$ cat src/logic/pxb_defs.vh
// Register offsets, field positions, reset values and routing codes.
`ifndef PXB_DEFS_VH
`define PXB_DEFS_VH

// Special function register offsets.
`define PXB_ADDR_SKIP      8'he1
`define PXB_ADDR_ROUTE     8'he2
`define PXB_ADDR_CTRL      8'he3
`define PXB_ADDR_PORT      8'hd0
`define PXB_ADDR_INMODE    8'hd1
`define PXB_ADDR_OUTMODE   8'hd2

// Reset values.
`define PXB_RST_SKIP       8'h00
`define PXB_RST_ROUTE      8'h00
`define PXB_RST_CTRL       8'h00
`define PXB_RST_PORT       8'hff
`define PXB_RST_INMODE     8'hff
`define PXB_RST_OUTMODE    8'h00

// Writable bits of the registers with unused bits.
`define PXB_MASK_SKIP      8'h7f
`define PXB_MASK_CTRL      8'hc7

// Routing register fields.
`define PXB_ROUTE_TX       0
`define PXB_ROUTE_RX       1
`define PXB_ROUTE_SMB      2
`define PXB_ROUTE_SYSCLK   3
`define PXB_ROUTE_CMP      4
`define PXB_ROUTE_CMPA     5
`define PXB_ROUTE_PCA_LO   6
`define PXB_ROUTE_PCA_HI   7

// Control register fields.
`define PXB_CTRL_ECI       0
`define PXB_CTRL_T0        1
`define PXB_CTRL_T1        2
`define PXB_CTRL_XBAR      6
`define PXB_CTRL_WEAK_PULLUP_DISABLE   7

// Pin selection codes, in decoder priority order; zero is plain port.
`define PXB_SEL_GPIO       4'h0
`define PXB_SEL_TX         4'h1
`define PXB_SEL_RX         4'h2
`define PXB_SEL_SDA        4'h3
`define PXB_SEL_SCL        4'h4
`define PXB_SEL_CMP        4'h5
`define PXB_SEL_CMPA       4'h6
`define PXB_SEL_SYSCLK     4'h7
`define PXB_SEL_PCA_MODULE_OUTPUT_ZERO       4'h8
`define PXB_SEL_CEX1       4'h9
`define PXB_SEL_CEX2       4'ha
`define PXB_SEL_ECI        4'hb
`define PXB_SEL_T0         4'hc
`define PXB_SEL_T1         4'hd

// Fixed serial pins.
`define PXB_TX_PIN         4
`define PXB_RX_PIN         5

`endif

$ cat src/logic/pxb_port_crossbar.v
// Port crossbar with general purpose port latch and its registers.
//
// Behaviour
// - Skip bit 0 leaves pin for decoder
// - Lowest free unskipped pin per non-serial signal
// - Crossbar disabled means plain port pins
// - Pull-ups on open-drain, off when low
// - Input mode 1 digital, 0 analog
// - Unassigned pins serve as port pins
// - Port register byte and bit access
// - Written latch keeps driving the pin
// - Plain read returns live pin levels
// - Read-modify-write reads latch contents
`include "pxb_defs.vh"

module pxb_port_crossbar #(
  parameter PINS = 8
) (
  // Clock and reset.
  input  wire            clk,
  input  wire            nrst,
  // Special function register access.
  input  wire [7:0]      sfrAddr,
  input  wire            sfrWrite,
  input  wire [7:0]      sfrWdata,
  input  wire            sfrRead,
  input  wire            sfrRmw,
  input  wire            bitWrite,
  input  wire [2:0]      bitIndex,
  input  wire            bitValue,
  output reg  [7:0]      sfrRdata,
  // Peripheral outputs toward the pins.
  input  wire            uartTx,
  input  wire            smbSdaOut,
  input  wire            smbSclOut,
  input  wire            cmpSync,
  input  wire            cmpAsync,
  input  wire            sysclkOut,
  input  wire [2:0]      pcaCex,
  // Pin levels toward the peripherals.
  output reg             uartRx,
  output reg             smbSdaIn,
  output reg             smbSclIn,
  output reg             pcaEci,
  output reg             timer0In,
  output reg             timer1In,
  // Package pins.
  input  wire [PINS-1:0] pinIn,
  output reg  [PINS-1:0] pinOut,
  output reg  [PINS-1:0] pinOe,
  output reg  [PINS-1:0] pullupEn,
  output reg  [PINS-1:0] digitalInEn
);

  //////////////////////////////////////////////////////////////////////////
  // Registers and decoder.

  reg  [7:0]        skipReg;
  reg  [7:0]        routeReg;
  reg  [7:0]        ctrlReg;
  reg  [PINS-1:0]   portLatch;
  reg  [PINS-1:0]   inMode;
  reg  [PINS-1:0]   outMode;
  wire [13:1]       sigEnable;
  wire [4*PINS-1:0] rawSel;
  wire [4*PINS-1:0] pinSel;
  wire [1:0]        pcaField;
  wire              xbarOn;
  wire [PINS-1:0]   liveLevel;

  assign pcaField = routeReg[`PXB_ROUTE_PCA_HI:`PXB_ROUTE_PCA_LO];
  assign xbarOn   = ctrlReg[`PXB_CTRL_XBAR];
  // Analog pins have their receiver off, so they read as low.
  assign liveLevel = pinIn & inMode;

  assign sigEnable[1]  = routeReg[`PXB_ROUTE_TX];
  assign sigEnable[2]  = routeReg[`PXB_ROUTE_RX];
  assign sigEnable[3]  = routeReg[`PXB_ROUTE_SMB];
  assign sigEnable[4]  = routeReg[`PXB_ROUTE_SMB];
  assign sigEnable[5]  = routeReg[`PXB_ROUTE_CMP];
  assign sigEnable[6]  = routeReg[`PXB_ROUTE_CMPA];
  assign sigEnable[7]  = routeReg[`PXB_ROUTE_SYSCLK];
  assign sigEnable[8]  = (pcaField != 2'b00);
  assign sigEnable[9]  = pcaField[1];
  assign sigEnable[10] = (pcaField == 2'b11);
  assign sigEnable[11] = ctrlReg[`PXB_CTRL_ECI];
  assign sigEnable[12] = ctrlReg[`PXB_CTRL_T0];
  assign sigEnable[13] = ctrlReg[`PXB_CTRL_T1];

  pxb_priority_decoder #(
    .PINS      (PINS)
  ) u_decoder (
    .skipBits  (skipReg[PINS-2:0]),
    .sigEnable (sigEnable),
    .pinSel    (rawSel)
  );

  assign pinSel = xbarOn ? rawSel : {4*PINS{1'b0}};

  // Level of the pin that carries a code, or a default when none does.
  function sigLevel;
    input [4*PINS-1:0] sel;
    input [PINS-1:0]   lvl;
    input [3:0]        code;
    input              dflt;
    integer            i;
    begin
      sigLevel = dflt;
      for (i = 0; i < PINS; i = i + 1) begin
        if (sel[4*i +: 4] == code) begin
          sigLevel = lvl[i];
        end
      end
    end
  endfunction

  //////////////////////////////////////////////////////////////////////////
  // Register writes. Unused bits are never stored, so they read as zero.

  always @(posedge clk or negedge nrst) begin
    if (!nrst) begin
      skipReg   <= `PXB_RST_SKIP;
      routeReg  <= `PXB_RST_ROUTE;
      ctrlReg   <= `PXB_RST_CTRL;
      portLatch <= `PXB_RST_PORT;
      inMode    <= `PXB_RST_INMODE;
      outMode   <= `PXB_RST_OUTMODE;
    end else if (sfrWrite) begin
      case (sfrAddr)
        `PXB_ADDR_SKIP:    skipReg   <= sfrWdata & `PXB_MASK_SKIP;
        `PXB_ADDR_ROUTE:   routeReg  <= sfrWdata;
        `PXB_ADDR_CTRL:    ctrlReg   <= sfrWdata & `PXB_MASK_CTRL;
        `PXB_ADDR_PORT:    portLatch <= sfrWdata;
        `PXB_ADDR_INMODE:  inMode    <= sfrWdata;
        `PXB_ADDR_OUTMODE: outMode   <= sfrWdata;
        default:           skipReg   <= skipReg;
      endcase
    end else if (bitWrite) begin
      portLatch[bitIndex] <= bitValue;
    end
  end

  //////////////////////////////////////////////////////////////////////////
  // Register reads, answered on the edge after the request.

  always @(posedge clk or negedge nrst) begin
    if (!nrst) begin
      sfrRdata <= 8'h00;
    end else if (sfrRead) begin
      case (sfrAddr)
        `PXB_ADDR_SKIP:    sfrRdata <= skipReg;
        `PXB_ADDR_ROUTE:   sfrRdata <= routeReg;
        `PXB_ADDR_CTRL:    sfrRdata <= ctrlReg;
        `PXB_ADDR_PORT:    sfrRdata <= sfrRmw ? portLatch : liveLevel;
        `PXB_ADDR_INMODE:  sfrRdata <= inMode;
        `PXB_ADDR_OUTMODE: sfrRdata <= outMode;
        default:           sfrRdata <= 8'h00;
      endcase
    end
  end

  //////////////////////////////////////////////////////////////////////////
  // Pin drivers. Everything is registered, so pins follow one cycle late.

  reg [PINS-1:0] next_pinOut;
  reg [PINS-1:0] next_pinOe;
  reg [PINS-1:0] next_pullupEn;
  reg            drvVal;
  reg            openDrain;
  reg            inputOnly;
  reg [3:0]      code;
  integer        n;

  always @* begin
    next_pinOut   = {PINS{1'b0}};
    next_pinOe    = {PINS{1'b0}};
    next_pullupEn = {PINS{1'b0}};
    drvVal        = 1'b1;
    openDrain     = 1'b0;
    inputOnly     = 1'b0;
    code          = 4'h0;
    for (n = 0; n < PINS; n = n + 1) begin
      code      = pinSel[4*n +: 4];
      inputOnly = 1'b0;
      openDrain = ~outMode[n];
      case (code)
        `PXB_SEL_GPIO:   drvVal = portLatch[n];
        `PXB_SEL_TX:     drvVal = uartTx;
        `PXB_SEL_SDA:    drvVal = smbSdaOut;
        `PXB_SEL_SCL:    drvVal = smbSclOut;
        `PXB_SEL_CMP:    drvVal = cmpSync;
        `PXB_SEL_CMPA:   drvVal = cmpAsync;
        `PXB_SEL_SYSCLK: drvVal = sysclkOut;
        `PXB_SEL_PCA_MODULE_OUTPUT_ZERO:   drvVal = pcaCex[0];
        `PXB_SEL_CEX1:   drvVal = pcaCex[1];
        `PXB_SEL_CEX2:   drvVal = pcaCex[2];
        default: begin
          drvVal    = 1'b1;
          inputOnly = 1'b1;
        end
      endcase
      // Two-wire bus pins are open-drain whatever the output mode says.
      if (code == `PXB_SEL_SDA || code == `PXB_SEL_SCL) begin
        openDrain = 1'b1;
      end
      if (!inMode[n] || inputOnly) begin
        next_pinOe[n] = 1'b0;
      end else if (openDrain) begin
        next_pinOe[n] = ~drvVal;
      end else begin
        next_pinOut[n] = drvVal;
        next_pinOe[n]  = 1'b1;
      end
      next_pullupEn[n] = ~ctrlReg[`PXB_CTRL_WEAK_PULLUP_DISABLE] & inMode[n] &
                         openDrain & ~(next_pinOe[n] & ~drvVal);
    end
  end

  always @(posedge clk or negedge nrst) begin
    if (!nrst) begin
      pinOut      <= {PINS{1'b0}};
      pinOe       <= {PINS{1'b0}};
      pullupEn    <= {PINS{1'b0}};
      digitalInEn <= {PINS{1'b1}};
    end else begin
      pinOut      <= next_pinOut;
      pinOe       <= next_pinOe;
      pullupEn    <= next_pullupEn;
      digitalInEn <= inMode;
    end
  end

  //////////////////////////////////////////////////////////////////////////
  // Pin levels back to the peripherals; idle level when no pin is given.

  always @(posedge clk or negedge nrst) begin
    if (!nrst) begin
      uartRx   <= 1'b1;
      smbSdaIn <= 1'b1;
      smbSclIn <= 1'b1;
      pcaEci   <= 1'b0;
      timer0In <= 1'b0;
      timer1In <= 1'b0;
    end else begin
      uartRx   <= sigLevel(pinSel, liveLevel, `PXB_SEL_RX, 1'b1);
      smbSdaIn <= sigLevel(pinSel, liveLevel, `PXB_SEL_SDA, 1'b1);
      smbSclIn <= sigLevel(pinSel, liveLevel, `PXB_SEL_SCL, 1'b1);
      pcaEci   <= sigLevel(pinSel, liveLevel, `PXB_SEL_ECI, 1'b0);
      timer0In <= sigLevel(pinSel, liveLevel, `PXB_SEL_T0, 1'b0);
      timer1In <= sigLevel(pinSel, liveLevel, `PXB_SEL_T1, 1'b0);
    end
  end

endmodule // pxb_port_crossbar

$ cat src/logic/pxb_priority_decoder.v
// Priority crossbar decoder: maps enabled signals to pin selection codes.
`include "pxb_defs.vh"

module pxb_priority_decoder #(
  parameter PINS = 8
) (
  // Configuration.
  input  wire [PINS-2:0]   skipBits,
  input  wire [13:1]       sigEnable,
  // Result, four bits per pin.
  output reg  [4*PINS-1:0] pinSel
);

  reg [PINS-1:0] taken;
  reg            found;
  integer        k;
  integer        p;

  // Serial pins are fixed; all others take the lowest free pin in order.
  always @* begin
    pinSel = {4*PINS{1'b0}};
    taken  = {1'b0, skipBits};
    if (sigEnable[1]) begin
      pinSel[4*`PXB_TX_PIN +: 4] = `PXB_SEL_TX;
    end
    if (sigEnable[2]) begin
      pinSel[4*`PXB_RX_PIN +: 4] = `PXB_SEL_RX;
    end
    taken[`PXB_TX_PIN] = taken[`PXB_TX_PIN] | sigEnable[1];
    taken[`PXB_RX_PIN] = taken[`PXB_RX_PIN] | sigEnable[2];
    for (k = 3; k <= 13; k = k + 1) begin
      found = 1'b0;
      for (p = 0; p < PINS; p = p + 1) begin
        if (sigEnable[k] && !found && !taken[p]) begin
          found       = 1'b1;
          taken[p]    = 1'b1;
          pinSel[4*p +: 4] = k[3:0];
        end
      end
    end
  end

endmodule // pxb_priority_decoder

$ cat config.mk
export PLATFORM = sky130hd
export DESIGN_NAME = pxb_port_crossbar
export DESIGN_NICKNAME = d
export VERILOG_FILES = /design/src/logic/pxb_port_crossbar.v /design/src/logic/pxb_priority_decoder.v
export VERILOG_INCLUDE_DIRS = /design/src /design/src/logic
export SDC_FILE = /design/constraint.sdc
export NUM_CORES = 1
export LEC_CHECK = 0
export ABC_CLOCK_PERIOD_IN_PS = 4200
export BUFFER_PORTS_ARGS = -buffer_cell sky130_fd_sc_hd__buf_4
export CAP_MARGIN = 20
export CORE_ASPECT_RATIO = 1.75
export CORE_MARGIN = 2
export CORE_UTILIZATION = 55
export CTS_CLUSTER_DIAMETER = 100
export DETAILED_ROUTE_END_ITERATION = 6
export PLACE_DENSITY = 0.74
export SLEW_MARGIN = 20
export SYNTH_ARGS = -nofsm -noshare
export SYNTH_HDL_FRONTEND = slang
export SYNTH_HIERARCHICAL = 1
export SYNTH_SLANG_ARGS = --single-unit
export TNS_END_PERCENT = 1
$ cat constraint.sdc
create_clock -name clk -period 4.2 [get_ports clk]
set_input_delay 0.42 -clock clk [delete_from_list [all_inputs] [get_ports clk]]
set_output_delay 0.42 -clock clk [all_outputs]
set_load 0.05 [all_outputs]
==> results.txt <==
- Power spread over the standard cell area amounts to between 200 and 250 mW/mm2.
- Class of the tightest hold or removal check: input port to async pin
- After clock tree synthesis, the flow added hold-fix buffers numbering 0.
- IO Pins: 89
- After synthesis, the share of flip-flops with an asynchronous set or reset is 1.00.
- Clk buf depth: 2
- Crit. End Element: register
* Cell taking the most area after synthesis: sky130_fd_sc_hd__dfrtp_1
- All-Layer GR Usage: 0.443
- The share of total power dissipated in the clock network is 0.305.
- DR pass1 iterations: 6
- Initial core utilization: 0.563
* DR DRC count: 0
- Post-synthesis instance total: ~1200
- During placement, the flow inserted port buffers numbering ~90.
- Number of violations reported at the end of detailed-routing iteration 0: 1043
- Tcrit/Tclk final: 1.19
- The number of antenna violations at the first check in global routing was 0.
- Floorplan die width: 102 um
- Critical path start-end classification: register to register
* Dominant synthesized flop cell: sky130_fd_sc_hd__dfrtp_1
- TritonCTS built the clock tree.
* Largest net degree at the start of global routing: 65
* Share of total power in sequential cells: 0.343
- Counting flops with a built-in enable in the synthesized netlist gives 0.
- RSZ-0062 raised after global routing: yes
- Std cell rows: 62
- OpenSTA, run right after detailed placement, puts the worst setup slack at -0.847 ns.
- Post-DR wirelength/cell: 23.5 um
* Overall routed net length: 41200 um
- Total net switching power: 1.11 mW
* Worst-Margin Slew: 1.02 ns
- After clock tree synthesis, the clock-pin slew on the worst setup and hold paths is around 0.07 ns.
- For the worst-skew pair, the clock arrives at the later sink with an insertion delay of 0.36 ns.
* Register bit count reported by yosys: 90
* Data arrival time of the worst path: ~5.2 ns
* Leak pwr: around 5.6 nW
- Routability-driven placement finished with a final weighted congestion of between 1 and 1.5.
- The detail route stage leaves a number of antenna-violating nets equal to 0.
* Violations in the final reports: setup timing
- Required time of the critical path: 4.41 ns
- The number of antenna diodes in the final layout is 0.
* Buffer cell driving the clock tree root: sky130_fd_sc_hd__clkbuf_16
* Tmin final: ~5.0 ns
- Final max-slew violation count: 0
- The HPWL after detailed placement is 31300 um.
* # Max-Cap Violations: 0
- The total area inside the core boundary comes to about 0.017 mm2.
- The first global-routing pass estimated 60700 um of wire.
* Internal portion of total power: between 1.5 and 2 mW
* Synthesis-to-layout area growth: 42.7%
- Number of nets in the synthesized netlist: 1221
- Number of clock sinks: 90
- Synthesis instantiated 114 different standard cells from the library.
- Total global routing overflow: 0
* Via count of the first global-routing pass: 11400
- Die Area: 0.0180 mm2
- Final setup slack of the worst path: -0.804 ns
- The detailed router placed 11800 vias in this run.
- CP startpoint kind: register
* Die height: 176 um
- Synth top area cells: sky130_fd_sc_hd__dfrtp_1 (17%), sky130_fd_sc_hd__dfstp_2 (7.6%), sky130_fd_sc_hd__mux2_2 (5.0%)
* Final worst clock skew: 0.0106 ns
* Worst rel slew slack: 0.318
- The clock tree synthesis step divided the H-tree into 3 levels.
* Netlist area before placement: 0.00930 mm2
- Yosys instantiated no cell more often than sky130_fd_sc_hd__nand2_1.
* Switch share: 0.359
* Most numerous cell types in the synthesized netlist: sky130_fd_sc_hd__nand2_1 (116), sky130_fd_sc_hd__a21oi_1 (88), sky130_fd_sc_hd__nor2_1 (81)
- Final hold violation count: 0
- Endpoints failing setup: 24
- Seq/Total Area, Yosys: 0.246
- Upper clock frequency limit: 0.200 GHz
- Combinational Power Share: 0.352
* Highest ir drop seen on vdd: 0.000219 V
- During synthesis, Yosys emitted a total of 6 warnings.
- At the end of the flow the core is filled with cells to 0.803.
- Via count normalized by instance count: 6.73
- Run status: finished, violations left
- Dividing the synthesized area by the synthesized cell count gives 7.89 um2.
- Total number of nets in the final design: 1563
- Total clock buffers created by CTS: 9
* Maximum fanout count along the critical path: 7
- Ratio of cells with drive above 1 in the final layout: 0.435
- Yosys top cell area share: 0.170
==> path summary, 6_finish.rpt <==
check	start	endpoint	slack, ns	depth (start not counted)
hold / removal	nrst	pinOut[0]	0.16	1
hold reg to reg	inMode[6]	digitalInEn[6]	0.42	0
max in group asynchronous	nrst	portLatch[1]	3.13	2
min in group clk	sfrWdata[6]	inMode[6]	0.36	3
setup reg to reg	skipReg[1]	pullupEn[5]	-0.80	19
setup / recovery	skipReg[1]	pullupEn[5]	-0.80	19
==> metal layers <==
metal | up-vias | routed length [um] | GRT usage
li1 | 5199 | - | -
met1 | 5542 | 13700 | 0.455
met2 | 770 | 20000 | 0.763
met3 | 253 | 3010 | 0.0622
met4 | 0 | 4550 | 0.387
met5 | - | 0 | 0
==> power groups by stage <==
stage	Sequential [mW]	Combinational (mW)	Clock, mW
after floorplan	1.16	0.465	0
after global placement	1.06	0.968	0
after detailed placement	1.07	0.988	0
after CTS	1.05	1.04	0.949
after global routing	1.06	1.15	0.981
final	1.06	1.09	0.944
==> layout make-up <==
cell class | instances | area (um2)
clock buffers | 9 | 225
clock inverters | 7 | 123
fillers | 1178 | 3250
inverters | 24 | 90.1
multi-input cells | 974 | 7050
flip-flops and latches | 90 | 2290
well taps | 224 | 280
repair buffers | 421 | 3210
==> stage by stage <==
step | cells | power, mW | instance area, um2 | TNS, ns | hold WS, ns
3_5_place_dp | 1689 | 2.05 | 12100 | -13.41 | 0.407
6_report | 1749 | 3.09 | 13300 | -13.89 | 0.158
4_1_cts | 1738 | 3.04 | 13000 | -10.45 | 0.181
3_3_place_gp | 1689 | 2.03 | 12100 | -11.81 | 0.404
5_1_grt | 1749 | 3.19 | 13300 | -17.08 | 0.216
2_1_floorplan | 1178 | 1.63 | 9390 | -2.74 | 0.124
==> kinds of logic after synthesis <==
logic type,count (synthesis),share of synthesized area
adder cells (fa/ha/maj),13,0.0147
buffers and inverters,115,0.0567
multiplexers,64,0.0775
AND/OR/NAND/NOR,474,0.277
XOR/XNOR,8,0.00754
AO/OA/AOI/OAI,414,0.321
flip-flops,90,0.246
==> critical path, stage by stage, from the launching register on <==
cell and delay (ns):
sky130_fd_sc_hd__dfrtp_2 0.47, sky130_fd_sc_hd__buf_6 0.16, sky130_fd_sc_hd__o31a_1 0.31, sky130_fd_sc_hd__o211a_1 0.26, sky130_fd_sc_hd__o21ai_0 0.38, sky130_fd_sc_hd__buf_4 0.23
sky130_fd_sc_hd__o311ai_2 0.14, sky130_fd_sc_hd__a21o_4 0.26, sky130_fd_sc_hd__buf_4 0.17, sky130_fd_sc_hd__a221oi_4 0.32, sky130_fd_sc_hd__nand3_2 0.15, sky130_fd_sc_hd__buf_4 0.17
sky130_fd_sc_hd__buf_4 0.12, sky130_fd_sc_hd__o211ai_1 0.46, sky130_fd_sc_hd__buf_4 0.20, sky130_fd_sc_hd__mux4_2 0.27, sky130_fd_sc_hd__nor3b_1 0.15, sky130_fd_sc_hd__a2111o_1 0.44
sky130_fd_sc_hd__a21oi_2 0.12, sky130_fd_sc_hd__nor4bb_1 0.07
==> sequential cells by signal (all words and copies together), names as in the netlist, 5 cells and up <==
signal	count
ctrlReg	5
digitalInEn	8
inMode	8
outMode	8
pinOe	8
pinOut	8
portLatch	8
pullupEn	8
routeReg	8
sfrRdata	8
skipReg	7
==> what timing repair did <==
action                     CTS  global route
gates resized for setup     85            39
setup endpoints to repair   24            27
gates cloned                 1             0
pin swaps                   50            29
buffers inserted            32            11
==> cell usage in the layout (no fill, tap or decap), types with 19 or more instances in the layout <==
master and n:
sky130_fd_sc_hd__buf_4 410, sky130_fd_sc_hd__nand2_1 111, sky130_fd_sc_hd__a21oi_1 76, sky130_fd_sc_hd__nor2_1 76
sky130_fd_sc_hd__dfrtp_1 58, sky130_fd_sc_hd__o21ai_0 53, sky130_fd_sc_hd__nand3_1 43, sky130_fd_sc_hd__mux2_2 41
sky130_fd_sc_hd__nor3_1 35, sky130_fd_sc_hd__dfstp_2 27, sky130_fd_sc_hd__inv_1 22, sky130_fd_sc_hd__nand2b_1 22
sky130_fd_sc_hd__mux2i_1 20, sky130_fd_sc_hd__a22oi_1 19
No activity file was read; power rests on OpenSTA's default activity.
